$ cat config.mk
export PLATFORM = sky130hd
export DESIGN_NAME = iocr_regs
export DESIGN_NICKNAME = d
export VERILOG_FILES = /design/src/rtl/iocr_pkg.sv /design/src/rtl/iocr_sync.sv /design/src/rtl/iocr_regs.sv
export SDC_FILE = /design/constraint.sdc
export NUM_CORES = 1
export LEC_CHECK = 0
export ABC_CLOCK_PERIOD_IN_PS = 14400
export BUFFER_PORTS_ARGS = -buffer_cell sky130_fd_sc_hd__buf_2
export CAP_MARGIN = 25
export CORE_MARGIN = 5
export CORE_UTILIZATION = 35
export CTS_BUF_LIST = sky130_fd_sc_hd__clkbuf_2 sky130_fd_sc_hd__clkbuf_4 sky130_fd_sc_hd__clkbuf_8
export DETAILED_ROUTE_END_ITERATION = 8
export PLACE_DENSITY = 0.54
export SYNTH_ARGS = -nofsm -noshare
export SYNTH_HDL_FRONTEND = slang
export SYNTH_SLANG_ARGS = --single-unit
$ cat constraint.sdc
create_clock -name core_clk_i -period 14.4 [get_ports core_clk_i]
set_input_delay 0.72 -clock core_clk_i [delete_from_list [all_inputs] [get_ports core_clk_i]]
set_output_delay 0.72 -clock core_clk_i [all_outputs]
set_load 0.01 [all_outputs]
$ cat src/rtl/iocr_pkg.sv
/*
 * Constants, register map, code tables and derived timing for the
 * output configuration register bank of an inertial sensor unit.
 * Assumes a 250 MHz core clock and an SPI master on the pins.
 */
package iocr_pkg;

	// ---------------------------------------------------------------
	// link framing
	// ---------------------------------------------------------------
	localparam int WORD_W = 16;
	localparam int ADDR_W = 7;
	localparam int BYTE_W = 8;
	localparam int CNT_W = 5;
	localparam logic [CNT_W-1:0] LAST_BIT = 5'h0f;

	// ---------------------------------------------------------------
	// register offsets
	// ---------------------------------------------------------------
	localparam logic [ADDR_W-1:0] ADDR_RATE = 7'h37;
	localparam logic [ADDR_W-1:0] ADDR_FILT = 7'h38;
	localparam logic [ADDR_W-1:0] ADDR_RANGE = 7'h39;
	localparam logic [ADDR_W-1:0] ADDR_DIAG = 7'h3c;
	localparam logic [ADDR_W-1:0] ADDR_MAP_HI = 7'h74;
	localparam logic [ADDR_W-1:0] ADDR_MAP_LO = 7'h75;
	localparam int DIAG_OVER_BIT = 4;

	// ---------------------------------------------------------------
	// reset values
	// ---------------------------------------------------------------
	localparam logic [WORD_W-1:0] RST_RATE = 16'h0101;
	localparam logic [WORD_W-1:0] RST_FILT = 16'h0206;
	localparam logic [WORD_W-1:0] RST_RANGE = 16'h0206;
	localparam logic [WORD_W-1:0] RST_MAP = 16'h0000;

	// ---------------------------------------------------------------
	// timing: base sample period 200 Hz
	// ---------------------------------------------------------------
	localparam int CLK_PERIOD_NS = 4;
	localparam int BASE_PERIOD_NS = 5000000;
	localparam int BASE_CYCLES = BASE_PERIOD_NS / CLK_PERIOD_NS;

	// ---------------------------------------------------------------
	// rate sample: raw lsb is 1/400 dps
	// ---------------------------------------------------------------
	localparam int RAW_W = 20;
	typedef logic signed [RAW_W-1:0] iocr_raw_t;

	// rate code to divider of the 200 Hz base, zero when undefined
	function automatic logic [BYTE_W-1:0] rate_div(logic [BYTE_W-1:0] c);
		unique case (c)
			8'h01: rate_div = 8'h01;
			8'h02: rate_div = 8'h02;
			8'h03: rate_div = 8'h04;
			8'h04: rate_div = 8'h08;
			8'h05: rate_div = 8'h0a;
			8'h06: rate_div = 8'h14;
			8'h07: rate_div = 8'h28;
			8'h08: rate_div = 8'h32;
			8'h09: rate_div = 8'h64;
			8'h10: rate_div = 8'hc8;
			default: rate_div = 8'h00;
		endcase
	endfunction : rate_div

	// range code to right shift of raw units, 7 when undefined
	function automatic logic [2:0] range_shift(logic [BYTE_W-1:0] c);
		unique case (c)
			8'h01: range_shift = 3'h0;
			8'h02: range_shift = 3'h1;
			8'h04: range_shift = 3'h2;
			8'h08: range_shift = 3'h3;
			8'h10: range_shift = 3'h4;
			default: range_shift = 3'h7;
		endcase
	endfunction : range_shift

	// signal (clip) limit in raw units: 80/160/200/400/600 dps
	function automatic iocr_raw_t sig_lim(logic [2:0] s);
		unique case (s)
			3'h0: sig_lim = 20'sh07d00;
			3'h1: sig_lim = 20'sh0fa00;
			3'h2: sig_lim = 20'sh13880;
			3'h3: sig_lim = 20'sh27100;
			default: sig_lim = 20'sh3a980;
		endcase
	endfunction : sig_lim

	// over-range limit in raw units: 62.5/125/220/440/660 dps
	function automatic iocr_raw_t ovr_lim(logic [2:0] s);
		unique case (s)
			3'h0: ovr_lim = 20'sh061a8;
			3'h1: ovr_lim = 20'sh0c350;
			3'h2: ovr_lim = 20'sh157c0;
			3'h3: ovr_lim = 20'sh2af80;
			default: ovr_lim = 20'sh40740;
		endcase
	endfunction : ovr_lim

	// defined filter codes: off, Bartlett, Butterworth
	function automatic logic filt_ok(logic [BYTE_W-1:0] c);
		unique case (c)
			8'h00, 8'h03, 8'h04, 8'h05, 8'h06: filt_ok = 1'b1;
			8'h30, 8'h40, 8'h50, 8'h60: filt_ok = 1'b1;
			default: filt_ok = 1'b0;
		endcase
	endfunction : filt_ok

endpackage : iocr_pkg

$ cat src/rtl/iocr_sync.sv
/*
 * Two-stage synchroniser for a vector of asynchronous levels.
 * Assumes the caller reads only the second stage.
 */
module iocr_sync #(
	parameter int W = 1,
	parameter logic [W-1:0] INIT = '0
) (
	// clock, reset, enable
	input wire logic clk_i,
	input wire logic rst_n_i,
	input wire logic en_i,
	// data
	input wire logic [W-1:0] d_i,
	output logic [W-1:0] q_o
);
	typedef struct packed {
		logic [W-1:0] s1;
		logic [W-1:0] s2;
	} iocr_sync_t;

	iocr_sync_t st;
	iocr_sync_t next_st;

	// shift the level through two stages
	always_comb begin
		next_st = st;
		if (en_i) begin
			next_st.s1 = d_i;
			next_st.s2 = st.s1;
		end
	end

	always_ff @(posedge clk_i or negedge rst_n_i) begin
		if (!rst_n_i) begin
			st <= {INIT, INIT};
		end else begin
			st <= next_st;
		end
	end

	assign q_o = st.s2;
endmodule : iocr_sync

$ cat src/rtl/iocr_regs.sv
/*
 * Output configuration register bank behind an SPI slave port:
 * output rate with data-ready pacing, rate range with scaling,
 * clipping and over-range, filter select and axis orientation.
 * Assumes SPI pins arrive asynchronously and rate samples arrive
 * on core_clk_i with a valid strobe.
 */
module iocr_regs
	import iocr_pkg::*;
#(
	parameter int BASE_CYC = iocr_pkg::BASE_CYCLES,
	parameter logic [iocr_pkg::WORD_W-1:0] MAP_RESET = iocr_pkg::RST_MAP
) (
	// clock, reset, enable
	input wire logic core_clk_i,
	input wire logic nrst_i,
	input wire logic ce_i,
	// spi pins
	input wire logic sclk_i,
	input wire logic cs_n_i,
	input wire logic mosi_i,
	output logic miso_o,
	output logic miso_oe_o,
	// rate samples in
	input wire logic raw_valid_i,
	input wire logic signed [iocr_pkg::RAW_W-1:0] raw_rate_i,
	// serial packet path
	output logic data_ready_o,
	output logic scaled_valid_o,
	output logic signed [iocr_pkg::WORD_W-1:0] scaled_rate_o,
	output logic rate_over_o,
	output logic [iocr_pkg::BYTE_W-1:0] filter_sel_o,
	output logic [iocr_pkg::WORD_W-1:0] axis_map_o,
	// low-level uart path
	output logic signed [iocr_pkg::RAW_W-1:0] uart_rate_o
);
	import iocr_pkg::*;

	localparam int BC_W = $clog2(BASE_CYC + 1);
	localparam logic [BC_W-1:0] BC_LAST = BC_W'(BASE_CYC - 1);

	// -----------------------------------------------------------------
	// state
	// -----------------------------------------------------------------
	typedef struct packed {
		logic sclk_q;
		logic cs_n_q;
		logic [CNT_W-1:0] bit_cnt;
		logic [WORD_W-1:0] rx_sh;
		logic [WORD_W-1:0] tx_sh;
		logic [WORD_W-1:0] tx_next;
		logic miso;
		logic miso_oe;
		logic [BYTE_W-1:0] rate_code;
		logic [BYTE_W-1:0] range_code;
		logic [BYTE_W-1:0] filt_code;
		logic [BYTE_W-1:0] rate_act;
		logic [BYTE_W-1:0] range_act;
		logic [BYTE_W-1:0] filt_act;
		logic [BYTE_W-1:0] map_hi;
		logic map_pend;
		logic [WORD_W-1:0] axis_map;
		logic [BC_W-1:0] base_cnt;
		logic [BYTE_W-1:0] div_cnt;
		logic drdy;
		logic scaled_valid;
		logic signed [WORD_W-1:0] scaled;
		logic over;
		logic signed [RAW_W-1:0] uart_raw;
	} iocr_state_t;

	iocr_state_t st;
	iocr_state_t next_st;

	// -----------------------------------------------------------------
	// reset release and pin synchronisers
	// -----------------------------------------------------------------
	logic rst_n;
	logic [2:0] pins_s;
	logic sclk_s;
	logic cs_n_s;
	logic mosi_s;

	// reset asserts at once but leaves in step with the clock
	iocr_sync #(
		.W(1),
		.INIT(1'b0)
	) u_rst_sync (
		.clk_i(core_clk_i),
		.rst_n_i(nrst_i),
		.en_i(1'b1),
		.d_i(1'b1),
		.q_o(rst_n)
	);

	// idle levels: clock high, select high; matching the edge
	// trackers' reset values keeps a false edge out after reset
	iocr_sync #(
		.W(3),
		.INIT(3'h6)
	) u_pin_sync (
		.clk_i(core_clk_i),
		.rst_n_i(rst_n),
		.en_i(ce_i),
		.d_i({sclk_i, cs_n_i, mosi_i}),
		.q_o(pins_s)
	);

	assign sclk_s = pins_s[2];
	assign cs_n_s = pins_s[1];
	assign mosi_s = pins_s[0];

	// -----------------------------------------------------------------
	// next-state logic
	// -----------------------------------------------------------------
	logic sclk_rise;
	logic sclk_fall;
	logic cs_fall;
	logic cs_rise;
	logic word_done;
	logic [WORD_W-1:0] word;
	logic wr_cmd;
	logic [ADDR_W-1:0] cmd_addr;
	logic [BYTE_W-1:0] cmd_data;
	logic base_tick;
	logic [BYTE_W-1:0] div;
	logic [2:0] shift;
	logic signed [RAW_W-1:0] mag;
	logic signed [RAW_W-1:0] lim;
	logic signed [RAW_W-1:0] clipped;
	logic signed [RAW_W-1:0] shifted;
	logic over_set;
	logic over_clr;

	// edges of the synchronised link signals
	always_comb begin
		sclk_rise = !st.sclk_q && sclk_s && !cs_n_s;
		sclk_fall = st.sclk_q && !sclk_s && !cs_n_s;
		cs_fall = st.cs_n_q && !cs_n_s;
		cs_rise = !st.cs_n_q && cs_n_s;
		word = {st.rx_sh[WORD_W-2:0], mosi_s};
		word_done = sclk_rise && (st.bit_cnt == LAST_BIT);
		wr_cmd = word[WORD_W-1];
		cmd_addr = word[WORD_W-2:BYTE_W];
		cmd_data = word[BYTE_W-1:0];
		base_tick = (st.base_cnt == BC_LAST);
	end

	// sample path: clip, over-range check and scaling
	// clip before the shift so the limit is exact in raw units
	always_comb begin
		shift = range_shift(st.range_act);
		mag = raw_rate_i[RAW_W-1] ? -raw_rate_i : raw_rate_i;
		lim = sig_lim(shift);
		over_set = raw_valid_i && (mag > ovr_lim(shift));
		if (raw_rate_i > lim) begin
			clipped = lim;
		end else if (raw_rate_i < -lim) begin
			clipped = -lim;
		end else begin
			clipped = raw_rate_i;
		end
		shifted = clipped >>> shift;
	end

	always_comb begin
		next_st = st;
		over_clr = 1'b0;
		div = rate_div(st.rate_code);
		next_st.drdy = 1'b0;
		next_st.scaled_valid = 1'b0;

		// link edge tracking
		next_st.sclk_q = sclk_s;
		next_st.cs_n_q = cs_n_s;

		// frame start: load reply, drive miso
		if (cs_fall) begin
			next_st.bit_cnt = '0;
			next_st.tx_sh = st.tx_next;
			next_st.miso_oe = 1'b1;
		end

		// leading (falling) edge shifts out, msb first
		if (sclk_fall) begin
			next_st.miso = st.tx_sh[WORD_W-1];
			next_st.tx_sh = {st.tx_sh[WORD_W-2:0], 1'b0};
		end

		// trailing (rising) edge samples mosi
		if (sclk_rise) begin
			next_st.rx_sh = word;
			next_st.bit_cnt = st.bit_cnt + 1'b1;
		end

		// frame end releases miso; a cut frame never reaches the
		// sixteenth rise, so its bits are simply dropped
		if (cs_rise) begin
			next_st.miso_oe = 1'b0;
			next_st.bit_cnt = '0;
		end

		// completed 16-bit command
		if (word_done) begin
			next_st.bit_cnt = '0;
			// any command other than a write of the high byte breaks a pair
			next_st.map_pend = 1'b0;
			if (wr_cmd) begin
				unique case (cmd_addr)
					ADDR_RATE: begin
						// code zero is legal and stops output
						if (rate_div(cmd_data) != '0 || cmd_data == '0) begin
							next_st.rate_code = cmd_data;
						end
					end
					ADDR_RANGE: begin
						if (range_shift(cmd_data) != 3'h7) begin
							next_st.range_code = cmd_data;
						end
					end
					ADDR_FILT: begin
						if (filt_ok(cmd_data)) begin
							next_st.filt_code = cmd_data;
						end
					end
					ADDR_MAP_HI: begin
						next_st.map_hi = cmd_data;
						next_st.map_pend = 1'b1;
					end
					ADDR_MAP_LO: begin
						if (st.map_pend) begin
							next_st.axis_map = {st.map_hi, cmd_data};
						end
					end
					default: begin
					end
				endcase
				next_st.tx_next = '0;
			end else begin
				// reply goes out in the next frame
				unique case (cmd_addr)
					ADDR_RATE: begin
						next_st.tx_next = {RST_RATE[WORD_W-1:BYTE_W],
							st.rate_code};
					end
					ADDR_FILT: begin
						next_st.tx_next = {RST_FILT[WORD_W-1:BYTE_W],
							st.filt_code};
					end
					ADDR_RANGE: begin
						// range code goes out in the high byte
						next_st.tx_next = {st.range_code,
							RST_RANGE[BYTE_W-1:0]};
					end
					ADDR_MAP_HI: begin
						next_st.tx_next = st.axis_map;
						next_st.map_pend = 1'b0;
					end
					ADDR_DIAG: begin
						// reading the diagnostic word clears the sticky flag
						next_st.tx_next = '0;
						next_st.tx_next[DIAG_OVER_BIT] = st.over;
						over_clr = 1'b1;
					end
					default: begin
						next_st.tx_next = '0;
					end
				endcase
			end
		end

		// base sample period counter; it runs even while output is
		// stopped, so a new rate always starts on a period boundary
		if (base_tick) begin
			next_st.base_cnt = '0;
		end else begin
			next_st.base_cnt = st.base_cnt + 1'b1;
		end

		// selections take effect at the period boundary
		if (base_tick) begin
			next_st.rate_act = st.rate_code;
			next_st.range_act = st.range_code;
			next_st.filt_act = st.filt_code;
			if (st.rate_code != st.rate_act) begin
				// new rate restarts pacing right away
				next_st.div_cnt = '0;
				next_st.drdy = (div != '0);
			end else if (div != '0) begin
				if (st.div_cnt + 1'b1 >= div) begin
					next_st.div_cnt = '0;
					next_st.drdy = 1'b1;
				end else begin
					next_st.div_cnt = st.div_cnt + 1'b1;
				end
			end
		end

		// sample path into packet and uart outputs
		if (raw_valid_i) begin
			next_st.uart_raw = raw_rate_i;
			next_st.scaled = shifted[WORD_W-1:0];
			next_st.scaled_valid = 1'b1;
		end

		// sticky over-range, a new event beats the read clear
		next_st.over = (st.over && !over_clr) || over_set;
	end

	// -----------------------------------------------------------------
	// state register
	// -----------------------------------------------------------------
	// ce_i low freezes every field, one-cycle pulses included
	always_ff @(posedge core_clk_i or negedge rst_n) begin
		if (!rst_n) begin
			st <= '0;
			st.sclk_q <= 1'b1;
			st.cs_n_q <= 1'b1;
			st.rate_code <= RST_RATE[BYTE_W-1:0];
			st.rate_act <= RST_RATE[BYTE_W-1:0];
			// the range default sits in the high byte of its reset word
			st.range_code <= RST_RANGE[WORD_W-1:BYTE_W];
			st.range_act <= RST_RANGE[WORD_W-1:BYTE_W];
			st.filt_code <= RST_FILT[BYTE_W-1:0];
			st.filt_act <= RST_FILT[BYTE_W-1:0];
			st.axis_map <= MAP_RESET;
		end else if (ce_i) begin
			st <= next_st;
		end
	end

	// -----------------------------------------------------------------
	// outputs, all straight from the state register
	// -----------------------------------------------------------------
	// miso keeps its last bit when released; miso_oe_o qualifies it
	assign miso_o = st.miso;
	assign miso_oe_o = st.miso_oe;
	assign data_ready_o = st.drdy;
	assign scaled_valid_o = st.scaled_valid;
	assign scaled_rate_o = st.scaled;
	assign rate_over_o = st.over;
	assign filter_sel_o = st.filt_act;
	assign axis_map_o = st.axis_map;
	assign uart_rate_o = st.uart_raw;
endmodule : iocr_regs

==> summary.md <==
The logs give 38 for the TritonCTS buffer count and 67 for the number of rows created at floorplan. The combinational share of power was 0.156. Cell with the largest stage delay on the worst path: sky130_fd_sc_hd__ha_1. The unique cell type count in the Yosys netlist is 77. The area of the die was 37,900 um^2. The startpoint of the lowest-slack register-to-register path was st[103]. The net switching fraction of the power is 0.292, and the largest net degree at the start of global routing is 139. The peak fanout along the critical path is 21. Most numerous cell on the critical path: sky130_fd_sc_hd__nand2_1. For the final HPWL from detailed placement, the log shows 21,100 um. Worst setup skew after layout: 0.0194 ns. Counting tap cells, the placed design contains a total of 1,703 instances. The tools report the initial antenna violation count as 0. The run gives 0.432 as the share of synthesized area occupied by flip-flops and latches.

The tools report the critical path launch point type as a register. In this run the power spent charging and discharging nets is 464 uW. In this design, the largest share of critical-path delay is due to compound AO/OA/AOI/OAI gates. VDD sags by at most 0.0814 mV. Routability-driven placement finished with a final weighted congestion of 0.875. The top cell types in the final layout, fill and taps aside, are sky130_fd_sc_hd__nand2_1 (219), sky130_fd_sc_hd__dfrtp_1 (190), sky130_fd_sc_hd__buf_2 (91), sky130_fd_sc_hd__o21ai_0 (76), sky130_fd_sc_hd__nor2_1 (71). In this run the most critical hold path is launched from u_rst_sync.st[1]. Prior to clock tree synthesis, the placed netlist has a worst setup slack of 7.86 ns. The fraction of synthesis flops using an asynchronous set or reset pin is 1.00, and the detailed-routing iteration count for the pre-antenna-repair pass is 7. Using the TritonRoute via totals, the vias-per-cell ratio works out to 5.25. Normalized max-slew margin: 0.420. The transition time of the tightest slew-check pin was 0.870 ns. The tools report the cell area reported after detailed placement as 12,400 um^2. Static timing analysis puts the maximum clock frequency at 148 MHz.

The number of vias after detailed routing was 9,296; the power density over the cells was 120 nW/um^2. The most used flip-flop cell after synthesis is sky130_fd_sc_hd__dfrtp_1. Subtracting the final worst setup slack from the clock period gives 6.77 ns.

The initial core utilization is 0.355, and the post-route cell area is 13,300 um^2. Count of inserted antenna diode cells: 0. Across the run, the number of max-cap violations was 0. The floorplan step set the die height to 195 um. In the routed design, unresolved DRC markers number 0.

The final-report setup violation count came out at 0. The count of synthesis-stage warnings from yosys is 0, and the number of top-level pins is 92. The clock edge transition at the registers on the reported setup and hold paths came out at 0.06 ns.

Yosys mapped a number of flops with a built-in enable equal to 0. The worst hold path belongs to the class register to register. For this design the static power due to leakage is 6.25 nW. Critical setup path kind: register to register.

The run gives 0 as the final count of pins violating max slew. The clock reaches the later pin of the worst-skew pair after 0.55 ns. The run gives 0.445 as the sequential fraction of design power.

The post-route fraction of the period consumed by the critical path works out to 0.470. Counting both buffers and inverters, the worst setup path holds a total of 3. STA puts the critical path data required time at 14.83 ns. The critical path goes through o21a_1 -> a211oi_1 -> nand2_1 -> nor2_1 -> inv_1 -> nand2_1 -> ha_1 -> mux2i_1 -> inv_1 -> ha_1 -> nand2_1 -> o21ai_0 -> a211oi_1 -> o21ai_0 -> nand4_1 -> ha_1 -> clkinv_1 -> a221oi_1 -> mux2i_1 -> o21a_1 -> o21ai_1 -> nand2_1 -> a32o_1. The final routed wirelength across all metal layers is 30,100 um, and the setup TNS after final layout is 0 ns. The library cell used most frequently in the layout, excluding fill and tap cells, is sky130_fd_sc_hd__nand2_1. The tools report the startpoint of the most critical setup path as st[103]. The share of the synthesized area in the top cell type came out at 0.401. The tree is rooted in a sky130_fd_sc_hd__clkbuf_8. In this run the number of cells on the critical path is 23. For the violation count after the first detailed-route iteration, the log shows 619.

The synthesized netlist occupies a cell area of 11,900 um^2. The number of non-filler instances in the completed layout was 1,771. The flow ran to the end, and the final reports show no timing, DRC or antenna violations. The average cell area after synthesis was 9.33 um^2; the global-route wire length before repair was 49,800 um. The die span in x was 195 um.

The count of cells along the worst hold path came out at 0. The run gives 0.400 as the share of power burned in the clock network. By area the synthesized netlist is led by sky130_fd_sc_hd__dfrtp_1 (40%), sky130_fd_sc_hd__nand2_1 (6.9%), sky130_fd_sc_hd__mux2_2 (6.2%).

The number of global-route vias before repair was 9,271; the largest stage delay on the critical path was 0.70 ns. At the end of the flow, the number of nets in the layout was 1,376. The post-detailed-route count of antenna-violating nets is 0, and the final worst-path setup slack is 7.63 ns.

The total grt overflow was 0. Dividing the detail-routed wire length by the instance count gives 17.0 um. The region available for standard cell placement spans 33,600 um^2. Gates resized during post-CTS repair numbered 0. The type of element capturing the critical path is a register. The number of sinks driven by the clock tree was 205. The number of hold-slack violations in the final timing report is 0, and the H-tree depth is 2.

TritonCTS built the clock tree. The fraction of layout instances using a drive strength above 1 was 0.204. The internal power summed over all cells is 1.12 mW, and the growth of design area from synthesis to finish is 11.1%.

Setup repair after global routing left no endpoint under its margin. Synthesis inferred 205 register bits. Data arrives at the worst endpoint at 7.19 ns.

Synthesis handed over a netlist of 1,278 instances. The largest total area in the synthesized netlist belongs to sky130_fd_sc_hd__dfrtp_1. The tools report the total global routing track utilization as 0.157. The number of input and output port buffers inserted was 91.

The number of cells on the worst reg-to-reg path is 23. The longest clock path from root to sink contains 3 buffers.
-- final timing paths --
check / end / slack (ns)
max in group asynchronous: uart_rate_o[5] / 12.71
worst min register to register: u_rst_sync.q_o / 0.35
worst max register to register: scaled_rate_o[9] / 7.63
worst min-delay path: u_rst_sync.q_o / 0.35
worst max-delay path: scaled_rate_o[9] / 7.63
min in group asynchronous: axis_map_o[13] / 0.45
-- synth_stat cells (7+ instances only) --
cell type                  number
sky130_fd_sc_hd__inv_1         36
sky130_fd_sc_hd__nand3_1       26
sky130_fd_sc_hd__dfrtp_1      191
sky130_fd_sc_hd__a31oi_1       10
sky130_fd_sc_hd__nand2b_1      11
sky130_fd_sc_hd__xor2_1        17
sky130_fd_sc_hd__mux2_2        66
sky130_fd_sc_hd__nand4_1       18
sky130_fd_sc_hd__or3_1          8
sky130_fd_sc_hd__o31ai_1        7
sky130_fd_sc_hd__a21oi_1       50
sky130_fd_sc_hd__a22oi_1       12
sky130_fd_sc_hd__nand2_1      219
sky130_fd_sc_hd__ha_1          53
sky130_fd_sc_hd__or4_1          7
sky130_fd_sc_hd__and2_1        10
sky130_fd_sc_hd__dfstp_2       14
sky130_fd_sc_hd__mux2i_1       11
sky130_fd_sc_hd__o22ai_1       24
sky130_fd_sc_hd__a21o_1        15
sky130_fd_sc_hd__clkbuf_1      57
sky130_fd_sc_hd__xnor2_1       40
sky130_fd_sc_hd__nor2b_1       13
sky130_fd_sc_hd__buf_4         61
sky130_fd_sc_hd__o21ai_0       76
sky130_fd_sc_hd__nor2_1        71
sky130_fd_sc_hd__nor3_1        24
-- timing repair --
item	4_1_cts	5_1_grt
hold buffers	1	0
endpoints found under the setup margin	0	0
hold endpoints to repair	2	0
setup buffers	0	0
-- power groups by stage --
stage	registers [mW]	clock network (mW)	logic (mW)
CTS	0.707	0.658	0.249
finish	0.706	0.635	0.247
detailed placement	0.716	0	0.248
global route	0.716	0.689	0.277
floorplan	0.687	0	0.211
global placement	0.716	0	0.245
-- registers in the layout (all words and copies together) (netlist names) --
name,count
st,118
rate_over_o,1
cmd_data,7
u_rst_sync.st,1
uart_rate_o,20
u_pin_sync.st,3
miso_o,1
u_pin_sync.q_o,3
axis_map_o,16
data_ready_o,1
cmd_addr,7
miso_oe_o,1
scaled_valid_o,1
scaled_rate_o,16
filter_sel_o,8
u_rst_sync.q_o,1
-- routing by layer --
| metal | routed length [um] | share of wire | track usage |
|---|---|---|---|
| met5 | 0 | 0 | 0 |
| met4 | 700 | 0.023 | 0.0474 |
| met3 | 1730 | 0.058 | 0.0313 |
| met2 | 13200 | 0.44 | 0.242 |
| met1 | 14400 | 0.48 | 0.223 |
-- logic make-up (layout without fill, tap and decap cells) --
family	Yosys count	count (layout)	synth area share
AND/OR/NAND/NOR	455	455	0.182
AO/OA/AOI/OAI	262	262	0.142
multiplexers	78	78	0.0735
adder cells (fa/ha/maj)	53	53	0.0556
flip-flops	205	205	0.432
XOR/XNOR	57	57	0.0419
buffers and inverters	167	211	0.0729
other	1	2	0.000315
-- through the flow --
stage	total power [mW]	hold slack [ns]	utilization
2_1_floorplan	0.899	0.331	-
3_3_place_gp	0.961	0.338	0.367
3_5_place_dp	0.964	0.341	0.368
4_1_cts	1.61	0.356	0.394
5_1_grt	1.68	0.372	0.394
6_report	1.59	0.353	0.394
-- area by class of cell --
type,count,area (um^2)
clock buffers,57,728
clock inverters,10,145
fillers,3425,20400
inverters,39,146
multi-input cells,907,5940
flip-flops and latches,205,5150
well taps,448,561
repair buffers,105,579
No activity file was read; power rests on OpenSTA's default activity.
